$ cat src/conv_pkg.sv
// Shared constants and types for the conversion result and status block
package conv_pkg;

    // ------------------------------------------------------------
    // Register indices, decoded on address lines 4..1
    // ------------------------------------------------------------
    localparam logic [3:0] IDX_INT_ENABLE = 4'h9;
    localparam logic [3:0] IDX_EVENT_FLAGS = 4'hA;
    localparam logic [3:0] IDX_TIMER_PRESET = 4'hB;
    localparam logic [3:0] IDX_RESULT_QUEUE = 4'hC;
    localparam logic [3:0] IDX_THRESHOLD_HITS = 4'hD;
    localparam logic [15:0] REG_RESET = 16'h0000;

    // ------------------------------------------------------------
    // Field positions of the flag and enable registers
    // ------------------------------------------------------------
    localparam int FLAG_LIMIT = 0;
    localparam int FLAG_INSTR = 1;
    localparam int FLAG_FIFO = 2;
    localparam int FLAG_CAL_SHORT = 3;
    localparam int FLAG_CAL_FULL = 4;
    localparam int FLAG_PAUSE = 5;
    localparam int FLAG_STANDBY = 7;
    localparam int ADDR_FIELD_LSB = 8;
    localparam int COUNT_FIELD_LSB = 11;

    // ------------------------------------------------------------
    // Result queue and word format
    // ------------------------------------------------------------
    localparam logic [5:0] FIFO_FULL_COUNT = 6'h20;
    localparam logic [3:0] SHORT_RES_LSBS = 4'hE;
    localparam int SIGN_BIT = 12;
    localparam int TAG_LSB = 13;

    // ------------------------------------------------------------
    // Interval timer
    // ------------------------------------------------------------
    localparam logic [1:0] TIMER_LEAD_CYCLES = 2'h2;
    localparam logic [4:0] PRESCALE_LAST = 5'h1F;

    // ------------------------------------------------------------
    // Types
    // ------------------------------------------------------------
    typedef struct packed {
        logic cs_b;
        logic rd_b;
        logic wr_b;
        logic bw;
        logic [4:0] addr;
        logic [15:0] data;
    } bus_pins_t;

    localparam bus_pins_t PINS_IDLE = '{cs_b: 1'b1, rd_b: 1'b1, wr_b: 1'b1, bw: 1'b0,
                                        addr: 5'h00, data: 16'h0000};

    typedef struct packed {
        logic [12:0] data;
        logic [2:0] instr;
    } result_t;

    typedef enum logic [2:0] {
        BUS_IDLE = 3'b001,
        BUS_READ = 3'b010,
        BUS_WRITE = 3'b100
    } bus_state_t;

endpackage

$ cat src/pair_buffer.sv
// Two-entry result buffer between the converter and the result queue
`timescale 1ns/100ps
module pair_buffer
    import conv_pkg::*;
(
    input wire logic sys_clk,
    input wire logic rst_b,
    input wire logic in_valid,
    output logic in_ready,
    input wire result_t in_data,
    output logic out_valid,
    input wire logic out_ready,
    output result_t out_data
);

    typedef struct packed {
        result_t [1:0] slot;
        logic wp;
        logic rp;
        logic [1:0] cnt;
        logic in_ready;
    } buf_state_t;

    buf_state_t q;
    buf_state_t d;
    logic push;
    logic pop;

    // Push and pop may happen together; ready is registered for timing
    always_comb begin
        d = q;
        push = in_valid && q.in_ready;
        pop = (q.cnt != 2'h0) && out_ready;
        if (push) begin
            d.slot[q.wp] = in_data;
            d.wp = ~q.wp;
        end
        if (pop) begin
            d.rp = ~q.rp;
        end
        d.cnt = 2'(q.cnt + {1'b0, push} - {1'b0, pop});
        d.in_ready = (d.cnt != 2'h2);
    end

    always_ff @(posedge sys_clk or negedge rst_b) begin
        if (!rst_b) begin
            q <= '0;
            q.in_ready <= 1'b1;
        end else begin
            q <= d;
        end
    end

    assign in_ready = q.in_ready;
    assign out_valid = (q.cnt != 2'h0);
    assign out_data = q.slot[q.rp];

endmodule

$ cat src/conv_status.sv
// Result queue, event and limit flags, interval timer and transfer request
//
// Notes on behaviour
// - Each event flag sets on its condition regardless of its enable bit.
// - Reading the event flag register or a device reset clears set flags.
// - Flag bits: 0 limit event, 1 instruction address reached, 2 queue threshold.
// - Flag bits: 3 short calibration, 4 full calibration, 5 pause, 6 unused, 7 standby exit.
// - Bits 8..10 of the flag register show the running instruction address.
// - Bits 11..15 of the flag register show the queue fill while running.
// - Limit bit n sets when instruction n meets its first limit.
// - Limit bit 8+n for second limit; both bytes clear on read or reset.
// - Interval timer is 16 bits behind a 5-bit prescaler, steps of 32 cycles.
// - Timer preset is read/write, low byte 0..7, high byte 8..15, reloaded per use.
// - With timer enabled and preset N, the wait lasts 32*N+2 cycles.
// - Transfer request rises only when enabled and fill equals the 5-bit threshold.
// - Alert output falls in the same cycle the transfer request rises.
// - Request drops when the queue empties; flag read rearms the next request.
// - Byte bus: low byte first; reading high byte pops and loses the low byte.
// - Results sit in a read-only 32 by 16 bit queue at one address.
// - Data in bits 0..12 with sign in 12; short mode forces 1110 in bits 0..3.
// - Bits 13..15 carry sign copies or instruction address, picked by configuration.
// - The queue threshold event never halts the sequencer.
// - Threshold 31 signals at result 31; a final result still fills entry 32.
// - Word bus decodes address 4..1; byte bus adds address 0 as byte select.
`timescale 1ns/100ps
module conv_status
    import conv_pkg::*;
(
    input wire logic sys_clk,
    input wire logic rst_b,
    input wire logic chip_select_b,
    input wire logic read_b,
    input wire logic write_b,
    input wire logic bus_width_select,
    input wire logic [4:0] addr,
    input wire logic [15:0] data_in,
    output logic [15:0] data_out,
    output logic data_oe_b,
    input wire logic seq_running,
    input wire logic instr_fetch,
    input wire logic [2:0] seq_addr,
    input wire logic limit_evt,
    input wire logic limit_second,
    input wire logic [2:0] limit_instr,
    input wire logic cal_short_done,
    input wire logic cal_full_done,
    input wire logic pause_evt,
    input wire logic standby_exit,
    input wire logic soft_reset,
    input wire logic cfg_short_res,
    input wire logic cfg_tag_mode,
    input wire logic timer_start,
    output logic timer_wait_state,
    input wire logic conv_valid,
    output logic conv_ready,
    input wire result_t conv_result,
    output logic transfer_request_out,
    output logic alert_b
);

    // ------------------------------------------------------------
    // State
    // ------------------------------------------------------------
    typedef struct packed {
        bus_pins_t sync1;
        bus_pins_t sync2;
        bus_state_t bus_st;
        logic [15:0] dout;
        logic oe_b;
        logic [15:0] int_enable;
        logic [7:0] event_flags;
        logic [15:0] threshold_hit_flags;
        logic [15:0] interval_timer_preset;
        logic [1:0] lead;
        logic [15:0] tcnt;
        logic [4:0] presc;
        logic twait;
        logic [31:0][15:0] mem;
        logic [4:0] wp;
        logic [4:0] rp;
        logic [5:0] cnt;
        logic started;
        logic dma;
        logic alert_b;
    } state_t;

    state_t q;
    state_t d;

    bus_pins_t pins;
    logic buf_valid;
    logic buf_ready;
    result_t buf_data;

    logic rd_now;
    logic wr_now;
    logic rd_start;
    logic wr_start;
    logic [3:0] idx;
    logic byte_bus;
    logic byte_select_line;
    logic last_byte;
    logic [15:0] status_word;
    logic [15:0] rd_word;
    logic [15:0] new_word;
    logic [4:0] fill_view;
    logic [4:0] threshold;
    logic full;
    logic empty;
    logic pop;
    logic push_ok;
    logic fifo_read_active;
    logic thr_hit;
    logic clr_events;
    logic clr_limits;
    logic [7:0] set_events;
    logic [15:0] set_limits;

    // Merge a bus write into a register, honouring the byte lane on the byte bus
    function automatic logic [15:0] merge_write(input logic [15:0] old, input logic [15:0] wdat,
                                                input logic bytewide, input logic upper);
        logic [15:0] res;
        res = wdat;
        if (bytewide) begin
            res = upper ? {wdat[7:0], old[7:0]} : {old[15:8], wdat[7:0]};
        end
        return res;
    endfunction

    // ------------------------------------------------------------
    // Input buffer in front of the result queue
    // ------------------------------------------------------------
    pair_buffer pair_buffer_i (
        .sys_clk(sys_clk),
        .rst_b(rst_b),
        .in_valid(conv_valid),
        .in_ready(conv_ready),
        .in_data(conv_result),
        .out_valid(buf_valid),
        .out_ready(buf_ready),
        .out_data(buf_data)
    );

    // Pins gathered for the two-stage synchroniser
    always_comb begin
        pins.cs_b = chip_select_b;
        pins.rd_b = read_b;
        pins.wr_b = write_b;
        pins.bw = bus_width_select;
        pins.addr = addr;
        pins.data = data_in;
    end

    // ------------------------------------------------------------
    // Next-state logic
    // ------------------------------------------------------------
    always_comb begin
        d = q;

        // Bus pins come from outside the clock domain; only sync2 is used
        d.sync1 = pins;
        d.sync2 = q.sync1;
        rd_now = !q.sync2.cs_b && !q.sync2.rd_b;
        wr_now = !q.sync2.cs_b && !q.sync2.wr_b;
        idx = q.sync2.addr[4:1];
        byte_bus = q.sync2.bw;
        byte_select_line = q.sync2.addr[0];
        last_byte = !byte_bus || byte_select_line;

        // One access per strobe; the strobe must return high before the next
        rd_start = 1'b0;
        wr_start = 1'b0;
        case (q.bus_st)
            BUS_IDLE: begin
                if (rd_now) begin
                    d.bus_st = BUS_READ;
                    rd_start = 1'b1;
                end else if (wr_now) begin
                    d.bus_st = BUS_WRITE;
                    wr_start = 1'b1;
                end
            end
            BUS_READ: begin
                if (!rd_now) begin
                    d.bus_st = BUS_IDLE;
                end
            end
            BUS_WRITE: begin
                if (!wr_now) begin
                    d.bus_st = BUS_IDLE;
                end
            end
            default: begin
                d.bus_st = BUS_IDLE;
            end
        endcase
        d.oe_b = (d.bus_st != BUS_READ);

        // Queue bookkeeping
        full = (q.cnt == FIFO_FULL_COUNT);
        empty = (q.cnt == 6'h00);
        threshold = q.int_enable[15:COUNT_FIELD_LSB];
        // A 32-deep queue does not fit five bits; the view saturates at 31
        fill_view = q.cnt[5] ? 5'h1F : q.cnt[4:0];

        // Live fields only while the sequencer runs
        status_word = {8'h00, q.event_flags};
        if (seq_running) begin
            status_word[15:COUNT_FIELD_LSB] = fill_view;
            status_word[COUNT_FIELD_LSB-1:ADDR_FIELD_LSB] = seq_addr;
        end

        // Read mux; unmapped indices read as zero
        case (idx)
            IDX_INT_ENABLE: rd_word = q.int_enable;
            IDX_EVENT_FLAGS: rd_word = status_word;
            IDX_TIMER_PRESET: rd_word = q.interval_timer_preset;
            IDX_RESULT_QUEUE: rd_word = empty ? REG_RESET : q.mem[q.rp];
            IDX_THRESHOLD_HITS: rd_word = q.threshold_hit_flags;
            default: rd_word = REG_RESET;
        endcase

        // Data is captured once at the start of the read and held
        if (rd_start) begin
            if (!byte_bus) begin
                d.dout = rd_word;
            end else if (byte_select_line) begin
                d.dout = {8'h00, rd_word[15:8]};
            end else begin
                d.dout = {8'h00, rd_word[7:0]};
            end
        end

        // Upper-byte read pops even without the lower read, dropping that byte
        pop = rd_start && (idx == IDX_RESULT_QUEUE) && last_byte && !empty;
        clr_events = rd_start && (idx == IDX_EVENT_FLAGS) && last_byte;
        clr_limits = rd_start && (idx == IDX_THRESHOLD_HITS) && last_byte;

        // Register writes; flag and queue registers ignore writes
        if (wr_start && (idx == IDX_INT_ENABLE)) begin
            d.int_enable = merge_write(q.int_enable, q.sync2.data, byte_bus, byte_select_line);
        end
        if (wr_start && (idx == IDX_TIMER_PRESET)) begin
            d.interval_timer_preset = merge_write(q.interval_timer_preset, q.sync2.data,
                                                  byte_bus, byte_select_line);
        end

        // Wait for room instead of dropping when a queue read is under way
        fifo_read_active = (idx == IDX_RESULT_QUEUE) && ((q.bus_st == BUS_READ) || rd_now);
        buf_ready = !(full && fifo_read_active);
        push_ok = buf_valid && buf_ready && (!full || pop);

        // Word format applied on entry
        new_word = {{3{buf_data.data[SIGN_BIT]}}, buf_data.data};
        if (cfg_short_res) begin
            new_word[3:0] = SHORT_RES_LSBS;
        end
        if (cfg_tag_mode) begin
            new_word[15:TAG_LSB] = buf_data.instr;
        end
        if (push_ok) begin
            d.mem[q.wp] = new_word;
            d.wp = 5'(q.wp + 5'h01);
        end
        if (pop) begin
            d.rp = 5'(q.rp + 5'h01);
        end
        d.cnt = 6'(q.cnt + {5'h00, push_ok} - {5'h00, pop});

        // Threshold hit only on an arriving result; threshold 31 still leaves entry 32
        thr_hit = push_ok && (threshold != 5'h00) && (d.cnt == {1'b0, threshold});

        // The first fetch after a start is not an address-reached event if it is at address 0
        d.started = seq_running && (q.started || instr_fetch);

        // Events set whatever the enable bits say
        set_events = 8'h00;
        set_events[FLAG_LIMIT] = limit_evt;
        set_events[FLAG_INSTR] = instr_fetch && (seq_addr == q.int_enable[COUNT_FIELD_LSB-1:ADDR_FIELD_LSB])
                                 && (q.started || (seq_addr != 3'h0));
        set_events[FLAG_FIFO] = thr_hit;
        set_events[FLAG_CAL_SHORT] = cal_short_done;
        set_events[FLAG_CAL_FULL] = cal_full_done;
        set_events[FLAG_PAUSE] = pause_evt;
        set_events[FLAG_STANDBY] = standby_exit;

        set_limits = limit_evt ? (16'h0001 << {limit_second, limit_instr}) : REG_RESET;

        // A new event in the clearing cycle survives the read
        if (soft_reset) begin
            d.event_flags = 8'h00;
            d.threshold_hit_flags = REG_RESET;
        end else begin
            d.event_flags = (clr_events ? 8'h00 : q.event_flags) | set_events;
            d.threshold_hit_flags = (clr_limits ? REG_RESET : q.threshold_hit_flags) | set_limits;
        end

        // Request needs the enable and a flag cleared since the last request
        if (thr_hit && q.int_enable[FLAG_FIFO] && !q.event_flags[FLAG_FIFO]) begin
            d.dma = 1'b1;
        end else if (d.cnt == 6'h00) begin
            d.dma = 1'b0;
        end

        // Alert from the next flags so it falls on the same edge as the request
        d.alert_b = ~|(d.event_flags & d.int_enable[7:0]);

        // Interval timer: two lead cycles, then N prescaler rounds of 32
        if (timer_start && !q.twait) begin
            d.lead = TIMER_LEAD_CYCLES;
            d.tcnt = q.interval_timer_preset;
            d.presc = 5'h00;
        end else if (q.lead != 2'h0) begin
            d.lead = 2'(q.lead - 2'h1);
        end else if (q.tcnt != 16'h0000) begin
            d.presc = 5'(q.presc + 5'h01);
            if (q.presc == PRESCALE_LAST) begin
                d.tcnt = 16'(q.tcnt - 16'h0001);
            end
        end
        d.twait = (d.lead != 2'h0) || (d.tcnt != 16'h0000);
    end

    // ------------------------------------------------------------
    // State register
    // ------------------------------------------------------------
    // Pin stages reset to idle levels so no phantom access follows reset
    always_ff @(posedge sys_clk or negedge rst_b) begin
        if (!rst_b) begin
            q <= '0;
            q.sync1 <= PINS_IDLE;
            q.sync2 <= PINS_IDLE;
            q.bus_st <= BUS_IDLE;
            q.oe_b <= 1'b1;
            q.alert_b <= 1'b1;
        end else begin
            q <= d;
        end
    end

    // ------------------------------------------------------------
    // Outputs, all straight from the state register
    // ------------------------------------------------------------
    assign data_out = q.dout;
    assign data_oe_b = q.oe_b;
    assign timer_wait_state = q.twait;
    assign transfer_request_out = q.dma;
    assign alert_b = q.alert_b;

endmodule

$ cat config.mk
export PLATFORM = sky130hd
export DESIGN_NAME = conv_status
export DESIGN_NICKNAME = d
export VERILOG_FILES = /design/src/conv_pkg.sv /design/src/pair_buffer.sv /design/src/conv_status.sv
export SDC_FILE = /design/constraint.sdc
export NUM_CORES = 1
export LEC_CHECK = 0
export BUFFER_PORTS_ARGS = -buffer_cell sky130_fd_sc_hd__buf_2
export CORE_MARGIN = 2
export CORE_UTILIZATION = 40
export CTS_BUF_LIST = sky130_fd_sc_hd__clkbuf_4 sky130_fd_sc_hd__clkbuf_8
export DETAILED_ROUTE_END_ITERATION = 6
export SYNTH_ARGS = -nofsm -noshare
export SYNTH_HDL_FRONTEND = slang
export SYNTH_SLANG_ARGS = --single-unit
$ cat constraint.sdc
create_clock -name sys_clk -period 6.51 [get_ports sys_clk]
set_clock_uncertainty 0.05 [all_clocks]
set_input_delay 1.302 -clock sys_clk [delete_from_list [all_inputs] [get_ports sys_clk]]
set_output_delay 1.302 -clock sys_clk [all_outputs]
set_load 0.01 [all_outputs]
[Yosys cells after proc, flatten, opt, wreduce, memory -nomap -nowiden]
Index checks and enable logic that the tools add are counted.
Word-level totals
  bits in registers: 718
  output and inout bits: 21
Operators by class
  reductions and logical operators: 58
  multiplexer cells: 44
  bitwise logic cells: 5
  shifts and indexed selects: 1
  magnitude comparators: 6
  equal/unequal tests: 17
  add/subtract/negate cells: 9
Operators by type and width (number)
  512-bit bitwise mux: 1
  16-bit two-way mux: 14
  16-bit binary-select mux with 5-bit select: 1
  16-bit demux with 5-bit select: 1
  16-bit one-hot mux with 5 select lines: 1
  21-bit two-way mux: 2
  32-bit bitwise mux: 1
  8-bit two-way mux: 4
  16-bit nonzero test: 2
  1-bit logical AND: 26
  24-bit two-way mux: 1
  23-bit two-way mux: 1
  4-bit equality test (second input constant): 5
  16-bit demux with 1-bit select: 1
  16-bit OR: 1
  1-bit by 4-bit << shifter with 16-bit output (first input constant): 1
  16-bit by 1-bit subtractor with 16-bit output (second input constant): 1
  5-bit by 1-bit adder with 5-bit output (second input constant): 3
  3-bit two-way mux: 5
  6-bit zero test: 2
  5-bit by 6-bit less-than comparator with 1-bit output (second input constant): 2
  1-bit zero test: 10
  2-bit nonzero test: 5
  3-bit one-hot mux with 3 select lines: 1
  other kinds (29): 48

[Longest topological paths before layout]
  depth after elaboration: 18
  depth in mapped cells: 21
  gate-level depth less buffers: 18

[Modules after synthesis]
From an unflattened synthesis, not the netlist that was laid out.
Unflattened totals
  cell total of the unflattened synthesis: 2468
  area, all modules: 32406.1 um2
By module, submodules not included
  conv_status: area an instance 30691.9 um2, seq. area each 17052.6 um2, instances 1, cells an instance 2364
  pair_buffer: area an instance 1714.1 um2, seq. area each 927.1 um2, instances 1, cells an instance 104

[Worst setup path before layout]
OpenSTA, ideal clock, no wires.
  path type: flip-flop to flip-flop
  from: reg q[5] (netlist name)
  to: reg, netlist name alert_b
  required time: 6.377 ns
  cell stages (with the launch flop): 22
  library setup time: 0.083 ns
  data arrival time: 3.771 ns
  clock period less this slack: 3.904 ns
  path slack: 2.606 ns
  cells stage by stage: dfrtp_1 > inv_1 > ha_1 > nor3b_2 > a21oi_2 > and3_1 > buf_4 > o21a_4 > buf_6 > buf_6 > inv_1 > ha_1 > inv_1 > ha_1 > fa_1 > a21oi_1 > o21bai_1 > xor2_1 > xnor2_1 > nand4_1 > a2bb2oi_1 > o311a_1
RTL lines
  from (decl): RTL line conv_status.sv:87  | state_t q;

==> impl_results.md <==
- Status: complete, but fails checks
- Failing checks: design-rule violations
- Final wirelength: 85200 um
- # nets final: 2930
- Setup TNS: 0 ns
- Crit start category: flip-flop
- CTS hold repair buffers: 0
- Initial antenna violation count: 4
- Design Power: 16600 uW
- Yosys warnings: 0
- LEAKAGE: 0.0154 uW
- Die Y: 286 um
- Syn nets: 2948
- Clock Latency Late Sink: 0.75 ns
- Row cnt: 103
- Max-Cap Viols: 0
- Die X: 286 um
- WL/cell: 21.3 um
- CP Launch Point: idx[1]$_DFF_PN0_
- Design area: 35500 um2
- Critical path depth: 16
- CP top delay family: compound AO/OA/AOI/OAI gates
- Worst-case clock buffer depth: 3
- Starting DRT DRC Count: 1774
- Critical Path, Cell by Cell: nand4bb_1 > a21oi_2 > and3_1 > o21a_4 > inv_1 > ha_1 > inv_1 > ha_1 > fa_1 > a21oi_1 > o21bai_1 > xor2_1 > xnor2_1 > nand4_1 > a2bb2oi_1 > o311a_1
- Vias: 22.2k
- Remaining DRCs: 2
- Clock-pin slew on the worst setup and hold paths: 0.06 ns
- Layout area overhead: 11.9%
- TritonCTS Buffers: 117
- Post-cts resize count: 0
- Vias in the first global route: 22.5k
- Die ar.: 81500 um2
- Port Buffers: 82
- Largest net degree at the start of global routing: 172
- Min Tclk post-route: 4.72 ns
- Async set-reset flop share out of synthesis: 100%
- Fill count: 7258
- Layout cell share with drive strength beyond 1: 19.7%
- I/O pin cnt: 83
- Worst Setup End Kind: flip-flop
- #FFs+latches synth: 718
- CTS H-Tree Depth: 3
- Max FO, Critical Path: 41
- Worst r2r dst: alert_b$_DFF_PN1_
- Flop2flop setup slack: 1.79 ns
- Post-Syn Area: 31700 um2
- Max incr delay on CP: 0.59 ns
- HPWL after DPL: 53700 um
- Final Hold Viols: 0
- FF-to-FF Start: idx[1]$_DFF_PN0_
- Required @ worst endpoint: 7.12 ns
- Setup bufs post-CTS: 0
- Critical path arrival: 5.32 ns
- Final weighted congestion in routability-driven placement: 0.877
- Relative slew margins: 19.2%
- F_max: 212 MHz
- Core area: 78700 um2
- CTS tree: done
- Worst path slowest cell: o21a_4
- Worst min path class: reg -> reg
- GR Overflow Total: 0
- Clock tree sinks: 718
- Least-Margin Pin Slew: 1.19 ns
- Buf/Inv on CP: 2
- Average size of a mapped cell: 11.1 um2
- Fin crit share: 72.4%
- First-pass GRT wire length: 134000 um
- Post-DP Area: 32700 um2
- CP Class: reg -> reg
- Drt pass-1 iters: 7
- Post-synthesis sequential area ratio: 56.7%
- Gr usage total: 21.2%
- Synth cell types: 85
- Main flop type after synthesis: dfrtp_1
- Starting Density: 40.3%
- Peak VDD IR: 0.000191 V
- Final ANT Viol Nets: 0
- Worst reg-to-reg path cell count: 16
- Vias per inst: 5.55
- Register Area: 18000 um2
- Area of the multi-input gates: 12600 um2
- # setup viols final: 0
- Pwr Density: 467 nW/um2
- Max-slew violation count: 0
- Setup repair after global routing missed its margin: no
- Number of synthesized flops with an enable pin: 0
- Root buffer cell: clkbuf_8
- Critical Path End: alert_b$_DFF_PN1_
- Post-synthesis cell count: 2864
## cell usage after synthesis (all sizes together), types with 8 or more instances
| library cell | number | area [um2] |
|---|---|---|
| a221oi | 15 | 131 |
| nor2b | 25 | 156 |
| o221ai | 11 | 96.3 |
| inv | 22 | 82.6 |
| a22oi | 20 | 150 |
| clkbuf | 121 | 454 |
| nand4 | 12 | 75.1 |
| a21oi | 79 | 399 |
| ha | 21 | 263 |
| nor3 | 15 | 80.1 |
| and3 | 9 | 56.3 |
| xor2 | 14 | 123 |
| nor2 | 84 | 318 |
| o211ai | 10 | 75.1 |
| dfrtp | 708 | 17700 |
| nor4 | 10 | 83.8 |
| nor3b | 9 | 77.6 |
| dfstp | 10 | 263 |
| xnor2 | 22 | 193 |
| mux2i | 67 | 671 |
| a211oi | 15 | 118 |
| mux2 | 59 | 664 |
| mux4 | 113 | 2540 |
| o21ai | 535 | 2680 |
| a21o | 8 | 60.1 |
| nand2b | 12 | 75.1 |
| buf | 130 | 788 |
| nand2 | 564 | 2120 |
| nand3 | 44 | 360 |
| o22ai | 10 | 62.6 |
## worst register-to-register path, delay by kind of cell (launching register included)
family          cells  cell delay (ns)
xor+xnor            2             0.40
simple gates        3             0.89
compound gates      6             1.75
buf+inv             2             0.15
flops               1             0.45
fa+ha+maj           3             0.92
## layout by cell type, fill, tap and decap left out, drive strengths merged, types with 9 or more instances in the layout
cell,count
a211oi,15
a21oi,79
a221oi,15
a22oi,20
and3,9
buf,114
bufinv,10
clkbuf,184
clkinv,17
dfrtp,708
dfstp,10
ha,21
inv,26
mux2,59
mux2i,67
mux4,113
nand2,564
nand2b,12
nand3,44
nand4,12
nor2,84
nor2b,25
nor3,15
nor3b,9
nor4,10
o211ai,10
o21ai,535
o221ai,11
o22ai,10
xnor2,22
xor2,14
## sequential cells by signal, summed over array words and instances (netlist names)
name and count:
idx 4, data_oe_b 1, alert_b 1, pair_buffer_i.q 36
transfer_request_out 1, d 25, pair_buffer_i.in_ready 1, byte_bus 1
q 630, timer_wait_state 1, byte_select_line 1, data_out 16
## layout make-up
class,instances,share of cell area [%]
inverters,22,0.233
flip-flops and latches,718,50.7
repair buffers,114,2.04
diodes,2,0.0141
multi-input cells,1873,35.4
clock buffers,184,6.52
clock inverters,34,1.37
well taps,1050,3.70
## power breakdown
group / internal (uW) / switching [uW]
sequential: 6120 / 988
combinational: 1960 / 2970
clock: 2680 / 1870
## how the worst min path moves through the flow
stage | startpoint | endpoint | slack, ns | cells past startpoint
2_1_floorplan | d[652]$_DFF_PN0_ | byte_bus$_DFF_PN0_ | 0.28 | 0
3_3_place_gp | d[645]$_DFF_PN0_ | q[645]$_DFF_PN0_ | 0.28 | 0
3_5_place_dp | d[639]$_DFF_PN0_ | q[639]$_DFF_PN0_ | 0.29 | 0
4_1_cts | d[638]$_DFF_PN0_ | q[638]$_DFF_PN0_ | 0.30 | 0
5_1_grt | d[639]$_DFF_PN0_ | q[639]$_DFF_PN0_ | 0.31 | 0
6_report | d[638]$_DFF_PN0_ | q[638]$_DFF_PN0_ | 0.29 | 0
## metal layers
| metal | GRT usage, % | wire length (um) |
|---|---|---|
| met4 | 6.81 | 2050 |
| met2 | 33.4 | 39600 |
| met3 | 4.24 | 5740 |
| met5 | 0 | 22 |
| met1 | 29.5 | 37700 |
## kinds of logic (layout without fill, tap and decap cells)
family | Yosys count | after routing | share of synthesized area, %
flops | 718 | 718 | 56.7
xor+xnor | 36 | 36 | 0.994
other cells | 0 | 2 | 0
mux | 239 | 239 | 12.2
compound gates | 757 | 757 | 13.4
fa+ha+maj | 22 | 22 | 0.892
simple gates | 819 | 819 | 11.6
buf+inv | 273 | 354 | 4.18
## through the flow
step,utilization (%),setup WS [ns],hold WS [ns],cells
floorplan,-,2.61,0.281,2864
global placement,41.5,1.94,0.284,3777
detailed placement,41.5,1.85,0.286,3777
CTS,45.1,1.81,0.298,3995
global route,45.1,1.49,0.306,3997
finish,45.1,1.79,0.294,3997
No activity file was read; power rests on OpenSTA's default activity.
